$ cat config.mk
export PLATFORM = sky130hd
export DESIGN_NAME = aim_control
export DESIGN_NICKNAME = d
export VERILOG_FILES = /design/src/design/aim_pkg.sv /design/src/design/aim_control.sv /design/src/design/aim_event_flag.sv
export SDC_FILE = /design/constraint.sdc
export NUM_CORES = 1
export LEC_CHECK = 0
export BUFFER_PORTS_ARGS = -buffer_cell sky130_fd_sc_hd__buf_2
export CAP_MARGIN = 15
export CORE_ASPECT_RATIO = 1.1
export CORE_MARGIN = 2
export CORE_UTILIZATION = 40
export DETAILED_ROUTE_END_ITERATION = 10
export PLACE_DENSITY_LB_ADDON = 0.2
export REMOVE_ABC_BUFFERS = 1
export SLEW_MARGIN = 20
export SYNTH_ARGS = -nofsm -noshare
export SYNTH_HDL_FRONTEND = slang
export SYNTH_SLANG_ARGS = --single-unit
$ cat constraint.sdc
create_clock -name pclk -period 1.3 [get_ports pclk]
set_clock_uncertainty 0.05 [all_clocks]
set_input_delay 0.13 -clock pclk [delete_from_list [all_inputs] [get_ports pclk]]
set_output_delay 0.13 -clock pclk [all_outputs]
set_load 0.02 [all_outputs]
$ cat src/design/aim_pkg.sv
// Package with register map, field layouts and reset values of the control bank.
// Summary of operation
// - Data waiting raises interrupt when its enable set.
// - FIFO-full or collision error raises enabled interrupt.
// - Converter-clear write removes pending collision error interrupt.
// - Enabled rising update edge raises interrupt.
// - Update interrupt pends until timer-clear write.
// - Enabled DMA count wrap zero to FFFF interrupts.
// - Only terminal-count clear write removes wrap interrupt.
// - Enabled parallel-port ready lines raise interrupt.
// - Enabled DMA request whenever FIFO holds data.
// - Routing register write-only at 0F, bits 7-5 ignored.
// - Uninhibited, undriven external convert low pulses convert.
// - Single-ended: mux one channel, mux two common.
// - Differential: both muxes select a channel pair.
// - Drive bit turns convert pin into counter output.
// - Receive bit picks connector line as interval clock.
// - Interval bit selects interval or continuous scanning.
// - Interval scanning clocks scan counter from sample timebase.
// - Reset clears all routing bits.
// - Convert during busy conversion sets collision error.
package aim_pkg;

  // Register indexes; the byte address is four times the index.
  localparam logic [7:0] IDX_IRQ_DMA = 8'h02;
  localparam logic [7:0] IDX_CONV_CLEAR = 8'h08;
  localparam logic [7:0] IDX_TC_CLEAR = 8'h0a;
  localparam logic [7:0] IDX_ROUTING = 8'h0f;
  localparam logic [7:0] IDX_TIMER_CLEAR = 8'h14;
  localparam logic [7:0] IDX_STATUS = 8'h15;

  // Reset values of the two control registers.
  localparam logic [7:0] IRQ_DMA_RST = 8'h00;
  localparam logic [7:0] ROUTING_RST = 8'h00;

  // DMA transfer count values that mark the terminal-count wrap.
  localparam logic [15:0] TC_WRAP_FROM = 16'h0000;
  localparam logic [15:0] TC_WRAP_TO = 16'hffff;

  // Interrupt and DMA enable register, bit 7 down to bit 0.
  typedef struct packed {
    logic [1:0] ignored;
    logic data_ready_irq_enable;
    logic conversion_error_irq_enable;
    logic update_edge_irq_enable;
    logic terminal_count_irq_enable;
    logic parallel_port_irq_enable;
    logic dma_request_enable;
  } aim_enable_s;

  // Signal routing register, bit 7 down to bit 0.
  typedef struct packed {
    logic [2:0] ignored;
    logic external_convert_inhibit;
    logic input_mode_select;
    logic convert_line_drive;
    logic scan_interval_receive;
    logic interval_scan_select;
  } aim_routing_s;

  // Status word, bit 7 down to bit 0.
  typedef struct packed {
    logic [2:0] zero;
    logic update_pending;
    logic terminal_count_pending;
    logic collision_pending;
    logic error_pending;
    logic data_available;
  } aim_status_s;

  // Analog multiplexer selection.
  typedef struct packed {
    logic [2:0] mux1_channel;
    logic [2:0] mux2_channel;
    logic mux2_common;
  } aim_mux_s;

endpackage

$ cat src/design/aim_control.sv
// Interrupt, DMA and signal routing control bank behind an APB slave.
module aim_control #(
  parameter int ADDR_W = 8
) (
  // Clock and reset.
  input wire logic pclk,
  input wire logic presetn,
  // APB slave.
  input wire logic psel,
  input wire logic penable,
  input wire logic pwrite,
  input wire logic [ADDR_W-1:0] paddr,
  input wire logic [31:0] pwdata,
  output logic [31:0] prdata,
  output logic pready,
  output logic pslverr,
  // Converter and FIFO state.
  input wire logic fifo_not_empty,
  input wire logic fifo_full,
  input wire logic conversion_busy,
  input wire logic [15:0] dma_count,
  // Update, parallel port and timebase signals.
  input wire logic external_update_input,
  input wire logic update_counter_out,
  input wire logic port_a_ready_line,
  input wire logic port_b_ready_line,
  input wire logic timebase_select,
  input wire logic timebase_1mhz,
  input wire logic timebase_counter_out,
  // Counters feeding the routing.
  input wire logic sample_counter_out,
  input wire logic scan_counter_out,
  input wire logic scan_clock_connector,
  // External convert pin.
  input wire logic external_convert_pin_in,
  output logic external_convert_pin_out,
  output logic external_convert_pin_oe_n,
  // Scan interval connector line.
  input wire logic scan_interval_connector_line_in,
  output logic scan_interval_connector_line_out,
  output logic scan_interval_connector_line_oe_n,
  // Results.
  output logic irq,
  output logic dma_request,
  output logic convert_start,
  output logic converter_clear,
  output logic scan_counter_clock,
  output logic scan_run,
  output aim_pkg::aim_mux_s mux_select
);

  aim_pkg::aim_enable_s enable;
  aim_pkg::aim_routing_s routing;
  aim_pkg::aim_status_s status;
  logic setup;
  logic access;
  logic wr;
  logic mapped;
  logic conv_clear_wr;
  logic tc_clear_wr;
  logic timer_clear_wr;
  logic update_pending;
  logic tc_pending;
  logic collision_pending;
  logic error_pending;
  logic tc_wrap;
  logic ext_conv_prev;
  logic sample_prev;
  logic [15:0] dma_count_prev;
  logic ext_conv_fall;
  logic next_convert;
  logic interval_clock;

  // Byte address of a register index.
  function automatic logic [ADDR_W-1:0] reg_addr(input logic [7:0] idx);
    reg_addr = ADDR_W'({idx, 2'b00});
  endfunction

  // True when the bus address selects the given register index.
  function automatic logic hit(input logic [ADDR_W-1:0] a, input logic [7:0] idx);
    hit = (a == reg_addr(idx));
  endfunction

  // APB phase decode; the slave answers in the first access cycle.
  assign setup = psel & ~penable;
  assign access = psel & penable;
  assign wr = access & pwrite;
  assign pready = 1'b1;
  assign mapped = hit(paddr, aim_pkg::IDX_IRQ_DMA) | hit(paddr, aim_pkg::IDX_CONV_CLEAR)
                | hit(paddr, aim_pkg::IDX_TC_CLEAR) | hit(paddr, aim_pkg::IDX_ROUTING)
                | hit(paddr, aim_pkg::IDX_TIMER_CLEAR) | hit(paddr, aim_pkg::IDX_STATUS);
  assign pslverr = access & ~mapped;

  // Writes to the clear locations act as one-cycle strobes.
  assign conv_clear_wr = wr & hit(paddr, aim_pkg::IDX_CONV_CLEAR);
  assign tc_clear_wr = wr & hit(paddr, aim_pkg::IDX_TC_CLEAR);
  assign timer_clear_wr = wr & hit(paddr, aim_pkg::IDX_TIMER_CLEAR);

  // Interrupt and DMA enable register.
  always_ff @(posedge pclk or negedge presetn) begin
    if (!presetn) begin
      enable <= aim_pkg::IRQ_DMA_RST;
    end else if (wr && hit(paddr, aim_pkg::IDX_IRQ_DMA)) begin
      enable <= aim_pkg::aim_enable_s'(pwdata[7:0]);
    end
  end

  // Routing register; the top three bits are never stored.
  always_ff @(posedge pclk or negedge presetn) begin
    if (!presetn) begin
      routing <= aim_pkg::ROUTING_RST;
    end else if (wr && hit(paddr, aim_pkg::IDX_ROUTING)) begin
      routing <= aim_pkg::aim_routing_s'({3'h0, pwdata[4:0]});
    end
  end

  // Status word shows the pending sources; control registers read zero.
  always_comb begin
    status = '0;
    status.data_available = fifo_not_empty;
    status.error_pending = error_pending;
    status.collision_pending = collision_pending;
    status.terminal_count_pending = tc_pending;
    status.update_pending = update_pending;
  end

  // Read data is latched in the setup cycle so it comes from a flip-flop.
  always_ff @(posedge pclk or negedge presetn) begin
    if (!presetn) begin
      prdata <= 32'h0;
    end else if (setup) begin
      prdata <= (!pwrite && hit(paddr, aim_pkg::IDX_STATUS)) ? {24'h0, status} : 32'h0;
    end
  end

  // Converter clear strobe passed on to the FIFO and conversion logic.
  always_ff @(posedge pclk or negedge presetn) begin
    if (!presetn) begin
      converter_clear <= 1'b0;
    end else begin
      converter_clear <= conv_clear_wr;
    end
  end

  // Edge history of the convert sources and the DMA count.
  always_ff @(posedge pclk or negedge presetn) begin
    if (!presetn) begin
      ext_conv_prev <= 1'b1;
      sample_prev <= 1'b1;
      dma_count_prev <= aim_pkg::TC_WRAP_TO; // Not the wrap start, so reset makes no false wrap.
    end else begin
      ext_conv_prev <= external_convert_pin_in;
      sample_prev <= sample_counter_out;
      dma_count_prev <= dma_count;
    end
  end

  // A low pulse on the pin starts a conversion unless inhibited or driven.
  assign ext_conv_fall = ext_conv_prev & ~external_convert_pin_in;
  assign next_convert = (ext_conv_fall & ~routing.external_convert_inhibit
                        & ~routing.convert_line_drive)
                      | (sample_prev & ~sample_counter_out);

  // Convert start pulse to the converter.
  always_ff @(posedge pclk or negedge presetn) begin
    if (!presetn) begin
      convert_start <= 1'b0;
    end else begin
      convert_start <= next_convert;
    end
  end

  // Counter edge flag from the update input or the update counter.
  aim_event_flag #(.N(2)) u_update_flag (
    .pclk(pclk),
    .presetn(presetn),
    .level({external_update_input, update_counter_out}),
    .arm(enable.update_edge_irq_enable),
    .clear(timer_clear_wr),
    .pending(update_pending)
  );

  // Terminal count flag on the wrap of the DMA transfer count.
  assign tc_wrap = (dma_count_prev == aim_pkg::TC_WRAP_FROM)
                 & (dma_count == aim_pkg::TC_WRAP_TO);
  aim_event_flag #(.N(1)) u_tc_flag (
    .pclk(pclk),
    .presetn(presetn),
    .level(tc_wrap),
    .arm(enable.terminal_count_irq_enable),
    .clear(tc_clear_wr),
    .pending(tc_pending)
  );

  // Collision flag when a convert arrives during a conversion.
  aim_event_flag #(.N(1)) u_collision_flag (
    .pclk(pclk),
    .presetn(presetn),
    .level(next_convert & conversion_busy),
    .arm(1'b1),
    .clear(conv_clear_wr),
    .pending(collision_pending)
  );

  // Error condition is the FIFO-full flag or the collision flag.
  assign error_pending = fifo_full | collision_pending;

  // Enabled pending sources combine onto the single interrupt line.
  always_ff @(posedge pclk or negedge presetn) begin
    if (!presetn) begin
      irq <= 1'b0;
    end else begin
      irq <= (enable.data_ready_irq_enable & fifo_not_empty)
           | (enable.conversion_error_irq_enable & error_pending)
           | update_pending
           | tc_pending
           | (enable.parallel_port_irq_enable
              & (port_a_ready_line | port_b_ready_line));
    end
  end

  // DMA request follows data availability while enabled.
  always_ff @(posedge pclk or negedge presetn) begin
    if (!presetn) begin
      dma_request <= 1'b0;
    end else begin
      dma_request <= enable.dma_request_enable & fifo_not_empty;
    end
  end

  // Convert pin direction and the conditioned sample counter copy.
  assign external_convert_pin_oe_n = ~routing.convert_line_drive;
  always_ff @(posedge pclk or negedge presetn) begin
    if (!presetn) begin
      external_convert_pin_out <= 1'b1;
    end else begin
      external_convert_pin_out <= sample_counter_out;
    end
  end

  // Scan connector line carries the scan counter output unless received.
  assign scan_interval_connector_line_oe_n = routing.scan_interval_receive;
  always_ff @(posedge pclk or negedge presetn) begin
    if (!presetn) begin
      scan_interval_connector_line_out <= 1'b0;
    end else begin
      scan_interval_connector_line_out <= scan_counter_out;
    end
  end

  // Interval clock source picked by the receive bit.
  assign interval_clock = routing.scan_interval_receive
                        ? scan_interval_connector_line_in : scan_counter_out;

  // Scan gating and the scan counter clock source.
  always_ff @(posedge pclk or negedge presetn) begin
    if (!presetn) begin
      scan_run <= 1'b1;
      scan_counter_clock <= 1'b0;
    end else begin
      scan_run <= routing.interval_scan_select ? interval_clock : 1'b1;
      if (routing.interval_scan_select) begin
        scan_counter_clock <= timebase_select ? timebase_counter_out
                                              : timebase_1mhz;
      end else begin
        scan_counter_clock <= scan_clock_connector;
      end
    end
  end

  // Multiplexer selection from the channel field and input mode.
  function automatic aim_pkg::aim_mux_s mux_pick(input logic balanced_input_mode, input logic [2:0] ch);
    mux_pick.mux1_channel = balanced_input_mode ? {ch[2:1], 1'b0} : ch;
    mux_pick.mux2_channel = balanced_input_mode ? {ch[2:1], 1'b1} : 3'h0;
    mux_pick.mux2_common = ~balanced_input_mode;
  endfunction

  // Channel field is taken from the low bits of the last bus write to the status address.
  logic [2:0] channel_select;
  always_ff @(posedge pclk or negedge presetn) begin
    if (!presetn) begin
      channel_select <= 3'h0;
      mux_select <= '0;
    end else begin
      if (wr && hit(paddr, aim_pkg::IDX_STATUS)) begin
        channel_select <= pwdata[2:0];
      end
      mux_select <= mux_pick(routing.input_mode_select, channel_select);
    end
  end
endmodule

$ cat src/design/aim_event_flag.sv
// Sticky event flag that catches a rising edge on any of its inputs.
module aim_event_flag #(
  parameter int N = 1
) (
  // Clock and reset.
  input wire logic pclk,
  input wire logic presetn,
  // Event side.
  input wire logic [N-1:0] level,
  input wire logic arm,
  input wire logic clear,
  // Flag.
  output logic pending
);

  logic [N-1:0] prev;
  logic rise;

  // Remember the inputs to find rising edges.
  always_ff @(posedge pclk or negedge presetn) begin
    if (!presetn) begin
      prev <= '0;
    end else begin
      prev <= level;
    end
  end

  assign rise = |(level & ~prev);

  // The flag holds until cleared; a new edge in the clear cycle wins.
  always_ff @(posedge pclk or negedge presetn) begin
    if (!presetn) begin
      pending <= 1'b0;
    end else begin
      pending <= (arm & rise) | (pending & ~clear);
    end
  end

endmodule

# Word-level counts from Yosys, hierarchy flattened
# Index checks and enable logic that the tools add are counted.
dict set report op_classes {
  n_reduce_logical 7
  add_sub_neg 0
  n_lt_le_gt_ge 0
  eq_ne 7
  mux 7
  n_shift 0
  mul 0
  n_bitwise 53
  n_div 0
}
# op count
set ops {}
lappend ops {{AND 1 bit} 24}
lappend ops {{== test 8 x 6 -> 1 bit (second input constant)} 3}
lappend ops {{== test 16 bit (second input constant)} 1}
lappend ops {{== test 8 x 7 -> 1 bit (second input constant)} 2}
lappend ops {{zero test 16 bit} 1}
lappend ops {{OR 1 bit} 15}
lappend ops {{NOT 1 bit} 12}
lappend ops {{== test 8 x 4 -> 1 bit (second input constant)} 1}
lappend ops {{2-to-1 mux 1 bit} 5}
lappend ops {{2-to-1 mux 5 bit} 1}
lappend ops {{logical AND 1 bit} 4}
lappend ops {{2-to-1 mux 3 bit} 1}
lappend ops {{AND 2 bit} 1}
lappend ops {{NOT 2 bit} 1}
lappend ops {{OR reduction 2 bit} 1}
lappend ops {{zero test 1 bit} 1}
dict set report totals {
  rom_bits 0
  latch_bits 0
  regBits 85
  ram_bits 0
  out_inout_bits 51
  memories 0
  input_bits 76
}

# Longest topological paths before layout
# Gate-level depths: netlist of run 1.
dict set report depth {
  ltp_word 8
  ltp_mapped 3
}

# By module
# A second synthesis of run 1 with hierarchy kept.
dict set report unflattened {
  hier_cells 174
  area_unflattened_um2 2328.5
}
# mod area_per_inst_um2 cells_each seq_area_each_um2 n_inst
set by_module_without_submodules {}
lappend by_module_without_submodules {aim_control 2087.0 156 1300.0 1}
lappend by_module_without_submodules {{aim_event_flag at u_collision_flag ...} 70.1 5 50.0 2}
lappend by_module_without_submodules {{aim_event_flag at u_update_flag} 101.3 8 75.1 1}

# Worst setup path after synthesis of run 1
# Ideal clock, no wire load.
dict set report synth_timing {
  kind {input to register}
  startpoint {in paddr[7]}
  endpoint {reg channel_select[0]}
  path_slack_ns -0.368
  t_arrival_ns 1.493
  cell_stages 3
  path_buffers 0
  setup_time_ns 0.125
  path_cell_list {or4b_4 or4_4 mux2_4}
}
dict set report synth_between {
  elab_chain_len 2
}
# element line_no
set synth_lines {}
lappend synth_lines {{start: declaration} aim_control.sv:12} ;# input wire logic [ADDR_W-1:0] paddr,
lappend synth_lines {{== test 8 x 7 -> 1 bit} aim_control.sv:81} ;# hit = (a == reg_addr(idx));
lappend synth_lines {{logical AND 1 bit} aim_control.sv:285} ;# if (wr && hit(paddr, aim_pkg::IDX_STATUS)) begin
lappend synth_lines {{end signal: assignment} aim_control.sv:286} ;# channel_select <= pwdata[2:0];
lappend synth_lines {{end: declaration} aim_control.sv:279} ;# logic [2:0] channel_select;
# No other way between the ends.
# A chain may end at the register's enable or synchronous reset.

# Worst setup path in the final report of run 1
dict set report layout_timing {
  startpoint {in paddr[5]}
  endpoint {reg channel_select[1]}
}
# Same word-level chain as after synthesis.

==> results.py, run 1 <==
metrics = {
    "clocking": {
        "root_buffer": "clkbuf_8",
        "clockBufferDepth": 2,
        "worstSkewPairLatency_ns": 0.33,
        "clkTransAtPathRegs_ns": 0.06,
        "cts.sinks": 58,
        "cts_tree": "done",
        "numCtsBuffers": 9,
        "htreeDepth": 3,
    },
    "sta": {
        "worst_slack_ns": -0.208,
        "rsz0062_at_grt": "yes",
        "max_freq_mhz": 663,
        "period_minus_slack_ns": 1.51,
        "hold_violations": 0,
        "drv_slew": 0,
        "finalSetupViolations": 20,
        "period_share": 1.16,
    },
    "global_routing": {
        "use_met2": 0.264,
        "grt_pass1_wl_um": 7970,
        "antenna_found_initial": 0,
        "overflow": 0,
        "grt_usage": 0.160,
        "grt_start_max_net_pins": 59,
        "grt_pass1_vias": 1773,
        "top_usage_layer": "met2",
        "grt.met1_usage": 0.186,
        "use_met3": 0.0419,
    },
    "synthesis": {
        "synth-simple-area-share": 0.137,
        "syn_area_per_cell_um2": 13.6,
        "yosysSeqAreaShare": 0.626,
        "synth-xor-area-share": 0,
        "netlist.top_cell.by_area": "dfrtp_1",
        "netlist_instances": 173,
        "synth_top_family_by_area": "simple AND/OR/NAND/NOR gates",
        "synthAdderAreaFrac": 0,
        "synthDistinctLibCells": 35,
        "netlist_area_mm2": 0.00236,
        "netlist.area_leader.share": 0.414,
        "synth_compound_area_frac": 0.0531,
        "yosys-top-cells-area": "dfrtp_1 41%, dfstp_2 21%, buf_4 8.9%, mux2_2 5.3%, a22o_1 2.2%",
        "yosys_warnings": 0,
        "muxShareOfSynthArea": 0.0801,
        "ys_ff_latch": 58,
    },
    "critical_path": {
        "reg2reg_depth": 3,
        "reg2reg_slack_ns": 0.11,
        "worst_path_largest_cell_delay_ns": 0.59,
        "crit_fanout": 3,
        "start_kind": "input pin",
        "crit_type": "input pin to flop",
        "crit_required_ns": 1.46,
        "crit_chain": "buf_6 -> or4b_4 -> or4_4 -> mux2_4",
        "reg2reg_from": "dma_count_prev[10]",
        "cp.arrival_ns": 1.67,
        "reg2reg_to": "u_tc_flag.pending",
        "crit_slowest_cell": "or4_4",
        "cp-end-kind": "flop",
    },
    "floorplanning": {
        "die-area_mm2": 0.00652,
        "start_util": 0.411,
        "coreArea_mm2": 0.00573,
        "row_count": 29,
        "io_pins": 127,
        "die_x_um": 77.2,
        "die_h_um": 84.5,
    },
    "placed_design": {
        "gp_congestion": 0.747,
        "place_ws_ns": -0.511,
        "port_buffers": 72,
        "placed_cell_area_mm2": 0.00293,
        "place_inst": 349,
        "place_hpwl_um": 3310,
    },
    "finish": {
        "final_cell_mix": "68 x buf_2, 39 x dfrtp_1, 29 x dlygate4sd3_1",
        "area_growth_pct": 54.1,
        "antenna_cells": 0,
        "final_area_mm2": 0.00363,
        "layout.cells.most_common": "buf_2",
        "nets": 391,
        "final_util": 0.634,
        "fillers": 479,
        "final_cells": 397,
        "layout-drive-gt1-share": 0.525,
    },
    "drt": {
        "drt_pre_antenna_iters": 4,
        "wirelength_um": 4910,
        "routedWlPerCell_um": 12.4,
        "via_per_inst": 4.43,
        "drt.antenna.violating_nets": 0,
        "remaining_drc_errors": 0,
        "vias": 1759,
        "drtIter0Drc": 59,
    },
    "pwr": {
        "power_frac_seq": 0.457,
        "net-switching-power_mw": 0.940,
        "peakVddDrop_v": 0.000955,
        "power_frac_comb": 0.115,
        "p_leak_nw": 1.80,
        "p_per_area_mw_per_mm2": 1150,
        "p_int_mw": 3.24,
        "pwr-share-clk": 0.428,
        "switching_share": 0.225,
    },
    "min_path": {
        "min_path_cells": 2,
        "min_from": "conversion_busy",
        "hp-class": "input pin to flop",
        "hold_end": "u_collision_flag.prev",
    },
    "run": {
        "cap_violations": 0,
    },
    "status": {
        "violations": "setup timing",
        "status": "complete, but fails checks",
    },
}
-- worst max path at each step --
stage / startpoint / endpoint / slack [ns]
floorplan: paddr[7] / channel_select[0] / -0.37
global placement: paddr[7] / channel_select[1] / -0.50
detailed placement: paddr[7] / channel_select[1] / -0.51
CTS: paddr[5] / pslverr / -0.21
global route: paddr[5] / pslverr / -0.27
finish: paddr[5] / channel_select[1] / -0.21
-- power by group through the flow --
stage / Clock [mW] / Sequential [mW] / Combinational [mW]
after CTS: 1.84 / 1.91 / 0.458
after detailed placement: 0 / 1.94 / 0.377
after floorplan: 0 / 1.96 / 0.136
after global routing: 1.93 / 1.92 / 0.524
after global placement: 0 / 1.94 / 0.374
final: 1.79 / 1.91 / 0.481
-- kinds of logic after synthesis --
kind of cell | count (synthesis)
multiplexers | 16
flip-flops | 58
AO/OA/AOI/OAI | 16
other | 2
AND/OR/NAND/NOR | 46
buffers and inverters | 35
-- registers in the layout (all words and copies together) (netlist names), 2 cells and up --
name                flops
channel_select          3
dma_count_prev         16
enable                  6
mux_select              7
prdata                  5
routing                 4
u_update_flag.prev      2
-- synthesized netlist by cell type, drive strengths merged --
master	count
dfrtp	39
a21oi	1
nand2b	2
nand2	4
or2	2
a2111oi	1
nor2	3
inv	7
a22o	6
o41ai	3
dfstp	19
nor3b	1
or4	3
nor4	8
conb	2
o21ai	2
and2	3
or3	1
or4b	1
and4b	1
nor2b	4
o211ai	1
mux2	14
mux2i	2
buf	28
or3b	2
nand4	6
nand3	4
nor4b	1
o21a	1
a211oi	1
-- metrics by stage --
| step | TNS, ns | power [mW] | hold slack [ns] |
|---|---|---|---|
| final | -1.91 | 4.18 | 0.0121 |
| after global routing | -2.72 | 4.37 | 0.00906 |
| after CTS | -1.12 | 4.21 | 0.00251 |
| after detailed placement | -9.92 | 2.32 | 0.100 |
| after global placement | -9.83 | 2.31 | 0.0985 |
| after floorplan | -5.67 | 2.09 | -0.216 |
-- layer usage --
layer	part of all wire	vias to the layer above
met5	0	-
met4	0.026	0
met3	0.068	12
met2	0.50	77
met1	0.40	825
li1	-	845
-- layout make-up --
class                      count  area (um2)  area share
sequential                    58        1480       0.406
timing repair buffer         133         960       0.264
multi-input combinational    106         857       0.236
clock buffer                  11         141      0.0389
tap                           77        96.3      0.0265
clock inverter                 5        77.6      0.0213
inverter                       7        26.3     0.00723
-- repair_timing --
| item | in CTS | in global routing |
|---|---|---|
| resized for setup | 13 | 21 |
| endpoints found under the setup margin | 21 | 22 |
| hold buffers | 29 | 0 |
| pin swaps | 5 | 8 |
| hold endpoints to repair | 70 | 0 |
| buffers inserted | 0 | 3 |
-- worst max-delay path: cells and delay by family --
kind | cells | cell delay (ns)
simple gates | 2 | 1.13
mux | 1 | 0.31
buf+inv | 1 | 0.09
Note: power is estimated with default switching activity, not from simulation.
==> run 2: changes to the inputs <==
==> constraint.sdc (replaced) <==
create_clock -name pclk -period 1.3 [get_ports pclk]
set_clock_uncertainty 0.05 [all_clocks]
set_input_delay 0.26 -clock pclk [delete_from_list [all_inputs] [get_ports pclk]]
set_output_delay 0.26 -clock pclk [all_outputs]
set_load 0.02 [all_outputs]
==> run 2 against run 1 <==
Against the previous run:
- the run still ends with setup timing left
- clock-buffer cell count unchanged
- worst setup slack worse by 0.26 ns
- fmax fell by 15%
- critical path type is now input pin to output port
- critical endpoint is now pslverr
==> results.py, run 2 (same netlist as run 1, synthesis figures left out) <==
metrics = {
    "status": {
        "status": "complete, but fails checks",
        "violations": "setup timing",
    },
    "pwr": {
        "switching_share": 0.229,
        "pwr-share-clk": 0.432,
        "p_per_area_mw_per_mm2": 1200,
        "p_leak_nw": 1.73,
        "peakVddDrop_v": 0.000849,
        "net-switching-power_mw": 0.952,
        "p_total_mw": 4.16,
        "p_int_mw": 3.21,
        "power_frac_seq": 0.460,
        "power_frac_comb": 0.108,
    },
    "floorplanning": {
        "start_util": 0.411,
        "die_h_um": 84.5,
        "die-area_mm2": 0.00652,
        "io_pins": 127,
        "row_count": 29,
        "coreArea_mm2": 0.00573,
        "die_x_um": 77.2,
    },
    "finish": {
        "top_regs": "dma_count_prev x16, mux_select x7, enable x6",
        "layout-drive-gt1-share": 0.579,
        "area_growth_pct": 47.2,
        "final_area_mm2": 0.00347,
        "layout.cells.most_common": "buf_2",
        "fillers": 489,
        "final_util": 0.605,
        "top_register": "dma_count_prev",
        "antenna_cells": 0,
        "final_cell_mix": "66 x buf_2, 39 x dfrtp_1, 34 x buf_4",
        "final_cells": 381,
        "multiInputGateArea_um2": 875,
        "nets": 375,
        "largest_reg_flops": 16,
        "ff_latch_area_mm2": 0.00148,
    },
    "drt": {
        "drt_pre_antenna_iters": 4,
        "via_per_inst": 4.55,
        "drt.antenna.violating_nets": 0,
        "wirelength_um": 4960,
        "routedWlPerCell_um": 13.0,
        "vias": 1735,
        "drtIter0Drc": 104,
        "remaining_drc_errors": 0,
    },
    "critical_path": {
        "crit_slowest_cell": "or4b_4",
        "start_kind": "input pin",
        "cp-end-kind": "output port",
        "crit_chain": "buf_6 -> or4b_4 -> buf_6 -> o211ai_1 -> nor3b_2 -> buf_4",
        "worst_path_largest_cell_delay_ns": 0.54,
        "cp.arrival_ns": 1.46,
        "crit_fanout": 2,
        "crit_required_ns": 0.99,
        "worst_path_most_repeated_cell": "buf_6",
        "crit_type": "input pin to output port",
    },
    "sta": {
        "worst_slack_ns": -0.470,
        "drv_slew": 0,
        "period_share": 1.36,
        "whs_ns": 0.0907,
        "rsz0062_at_grt": "yes",
        "hold_violations": 0,
        "max_freq_mhz": 565,
        "finalSetupTns_ns": -5.16,
        "period_minus_slack_ns": 1.77,
        "finalSetupViolations": 22,
    },
    "global_routing": {
        "overflow": 0,
        "grt_pass1_vias": 1706,
        "antenna_found_initial": 0,
        "grt_pass1_wl_um": 8070,
        "grt_usage": 0.161,
        "grt_start_max_net_pins": 59,
    },
    "clocking": {
        "worstSkewPairLatency_ns": 0.33,
        "clkTransAtPathRegs_ns": 0.06,
        "root_buffer": "clkbuf_8",
        "htreeDepth": 3,
        "cts.sinks": 58,
        "numCtsBuffers": 9,
        "clockBufferDepth": 2,
        "cts_tree": "done",
    },
    "run": {
        "cap_violations": 0,
    },
    "placed_design": {
        "placed_cell_area_mm2": 0.00297,
        "port_buffers": 72,
        "gp_congestion": 0.762,
        "place_ws_ns": -0.643,
        "place_hpwl_um": 3340,
        "place_inst": 354,
    },
    "min_path": {
        "hp-class": "input pin to flop",
    },
}
## run 2: changes by cell type in the layout (fill, tap and decap cells not counted), moves of 2 or more
cell	delta
dlygate4sd3_1	-23
buf_4	+8
buf_6	+3
buf_2	-2
## run 2: final timing paths
| check | to | cells after the start | slack, ns | startpoint |
|---|---|---|---|---|
| setup / recovery | pslverr | 6 | -0.47 | paddr[3] |
| hold / removal | dma_count_prev[4] | 2 | 0.09 | dma_count[4] |
| setup reg to reg | u_collision_flag.pending | 3 | 0.06 | ext_conv_prev |
| hold reg to reg | mux_select[5] | 0 | 0.35 | channel_select[1] |
| max in group asynchronous | dma_count_prev[1] | 3 | 0.48 | presetn |
| min in group asynchronous | scan_counter_clock | 3 | 0.43 | presetn |
## run 2: timing repair
action | 4_1_cts | 5_1_grt
pin swaps | 10 | 6
hold endpoints to repair | 44 | 0
setup buffers | 3 | 2
hold buffers | 6 | 0
endpoints found under the setup margin | 23 | 25
gates resized for setup | 35 | 4
## run 2: layer usage
metal  vias up  wire (um)  track usage
li1        811          -            -
met3         4        352       0.0452
met4         0         41       0.0795
met2        77       2510        0.258
met1       843       2060        0.201
met5         -          0            0
## run 2: worst max-delay path, delay by kind of cell
family / cells / cell delay (ns)
buffers and inverters: 3 / 0.39
and+or+nand+nor: 2 / 0.62
AOI/OAI and AO/OA: 1 / 0.19
## run 2: area by class of cell
class | instances | share of cell area
sequential | 58 | 0.425
clock buffer | 11 | 0.0408
inverter | 7 | 0.00757
multi-input combinational | 106 | 0.252
clock inverter | 5 | 0.0224
timing repair buffer | 117 | 0.224
tap | 77 | 0.0278
## run 2: power by group through the flow
stage / logic [mW] / clock network (mW) / registers [mW]
2_1_floorplan: 0.136 / 0 / 1.96
3_5_place_dp: 0.390 / 0 / 1.94
5_1_grt: 0.488 / 1.96 / 1.92
3_3_place_gp: 0.386 / 0 / 1.94
6_report: 0.450 / 1.80 / 1.91
4_1_cts: 0.438 / 1.85 / 1.91
==> run 3: changes to the inputs <==
==> constraint.sdc (replaced) <==
create_clock -name pclk -period 1.3 [get_ports pclk]
set_clock_uncertainty 0.05 [all_clocks]
set_input_delay 0.065 -clock pclk [delete_from_list [all_inputs] [get_ports pclk]]
set_output_delay 0.065 -clock pclk [all_outputs]
set_load 0.02 [all_outputs]
==> run 3 against run 2 <==
Against the previous run:
- the run ends with hold timing, setup timing left
- sequential power hardly changed
- routed wire length increased by 0.58%
- clock power barely moved
- power grew 0.27%
- critical path depth down 2
- worst setup slack improved by 0.38 ns
- fmax rose by 27%
- design area up 1.2%
- die area did not move
- cell count rose by 2.9%
- first-iteration DRC count shrank 65%
==> results.py, run 3 (same netlist as run 1, synthesis figures left out) <==
metrics = {
    "finish": {
        "multiInputGateArea_um2": 795,
        "top_regs": "dma_count_prev x16, mux_select x7, enable x6",
        "layout-drive-gt1-share": 0.492,
        "final_cell_mix": "70 x buf_2, 39 x dfrtp_1, 35 x dlygate4sd3_1",
        "area_growth_pct": 49.0,
        "antenna_cells": 0,
        "nets": 386,
        "layout.cells.most_common": "buf_2",
        "top_register": "dma_count_prev",
        "fillers": 471,
        "ff_latch_area_mm2": 0.00148,
        "largest_reg_flops": 16,
    },
    "drt": {
        "via_per_inst": 4.51,
        "drt.antenna.violating_nets": 0,
        "drt_pre_antenna_iters": 4,
        "wirelength_um": 4990,
        "routedWlPerCell_um": 12.7,
        "drtIter0Drc": 36,
        "remaining_drc_errors": 0,
        "vias": 1767,
    },
    "pwr": {
        "p_per_area_mw_per_mm2": 1190,
        "p_leak_nw": 1.74,
        "peakVddDrop_v": 0.00115,
        "p_total_mw": 4.17,
    },
    "sta": {
        "finalSetupViolations": 8,
        "drv_slew": 0,
        "max_freq_mhz": 718,
        "period_share": 1.07,
        "worst_slack_ns": -0.0925,
        "rsz0062_at_grt": "yes",
        "period_minus_slack_ns": 1.39,
        "hold_violations": 1,
        "whs_ns": -0.00250,
    },
    "global_routing": {
        "grt_start_max_net_pins": 43,
        "antenna_found_initial": 0,
        "grt_usage": 0.162,
        "grt_pass1_wl_um": 8070,
        "overflow": 0,
        "grt_pass1_vias": 1771,
    },
    "critical_path": {
        "cp.arrival_ns": 1.56,
        "crit_fanout": 3,
        "crit_type": "input pin to flop",
        "reg2reg_slack_ns": 0.07,
        "start_kind": "input pin",
        "reg2reg_depth": 3,
        "cp-end-kind": "flop",
        "reg2reg_from": "dma_count_prev[1]",
        "reg2reg_to": "u_tc_flag.pending",
        "crit_required_ns": 1.47,
    },
    "run": {
        "cap_violations": 0,
    },
    "clocking": {
        "clkTransAtPathRegs_ns": 0.06,
        "root_buffer": "clkbuf_8",
        "worstSkewPairLatency_ns": 0.33,
        "numCtsBuffers": 9,
        "htreeDepth": 3,
        "cts.sinks": 58,
        "clockBufferDepth": 2,
        "cts_tree": "done",
    },
    "placed_design": {
        "gp_congestion": 0.756,
        "place_ws_ns": -0.445,
        "place_hpwl_um": 3290,
        "port_buffers": 72,
    },
    "floorplanning": {
        "row_count": 29,
        "start_util": 0.411,
        "die_h_um": 84.5,
        "die_x_um": 77.2,
        "coreArea_mm2": 0.00573,
        "die-area_mm2": 0.00652,
        "io_pins": 127,
    },
    "min_path": {
        "hp-class": "input pin to flop",
        "min_from": "timebase_counter_out",
        "hold_end": "scan_counter_clock",
        "min_path_cells": 3,
    },
    "status": {
        "violations": "hold timing, setup timing",
        "status": "complete, but fails checks",
    },
}
run 3: area by class of cell:
class / count / area share
sequential: 58 / 0.420
timing repair buffer: 128 / 0.257
multi-input combinational: 106 / 0.226
clock buffer: 11 / 0.0403
tap: 77 / 0.0274
clock inverter: 5 / 0.0221
inverter: 7 / 0.00748
run 3: worst max-delay path by stage:
| stage | from | to | slack (ns) |
|---|---|---|---|
| finish | paddr[7] | channel_select[0] | -0.09 |
| detailed placement | paddr[7] | channel_select[1] | -0.45 |
| global placement | paddr[7] | channel_select[1] | -0.43 |
| CTS | paddr[7] | pslverr | -0.07 |
| global route | paddr[7] | pslverr | -0.10 |
| floorplan | paddr[7] | channel_select[0] | -0.30 |
run 3: what timing repair did:
item	CTS	global route
setup endpoints to repair	21	18
endpoints found under the hold margin	82	0
hold buffers	36	0
gates resized for setup	9	5
pin swaps	2	1
setup buffers	0	1
run 3: per-layer routing:
layer	vias up	global-route usage	wire, um
met5	-	0	0
met4	0	0.0828	89
met3	9	0.0376	286
met2	73	0.281	2610
met1	850	0.186	2010
li1	835	-	-
run 3: power by group:
part           internal (mW)  switching [mW]  total (mW)
logic                  0.212           0.245       0.458
registers               1.89          0.0240        1.91
clock network           1.12           0.682        1.81
total                   3.22           0.951        4.17
run 3: stage by stage:
stage | cells | utilization | TNS [ns] | hold WS, ns | instance area (um2)
floorplan | 171 | - | -4.32 | -0.281 | 2240
global placement | 340 | 0.500 | -8.29 | -0.0440 | 2860
detailed placement | 340 | 0.500 | -8.31 | -0.0451 | 2860
CTS | 392 | 0.608 | -0.394 | 0.0569 | 3490
global route | 392 | 0.613 | -0.803 | 0.0845 | 3510
finish | 392 | 0.613 | -0.375 | -0.00250 | 3510
run 3: critical path, cell delays in order:
cell and delay, ns:
buf_6 0.10, or4b_4 0.54, or4_4 0.54, mux2_4 0.31
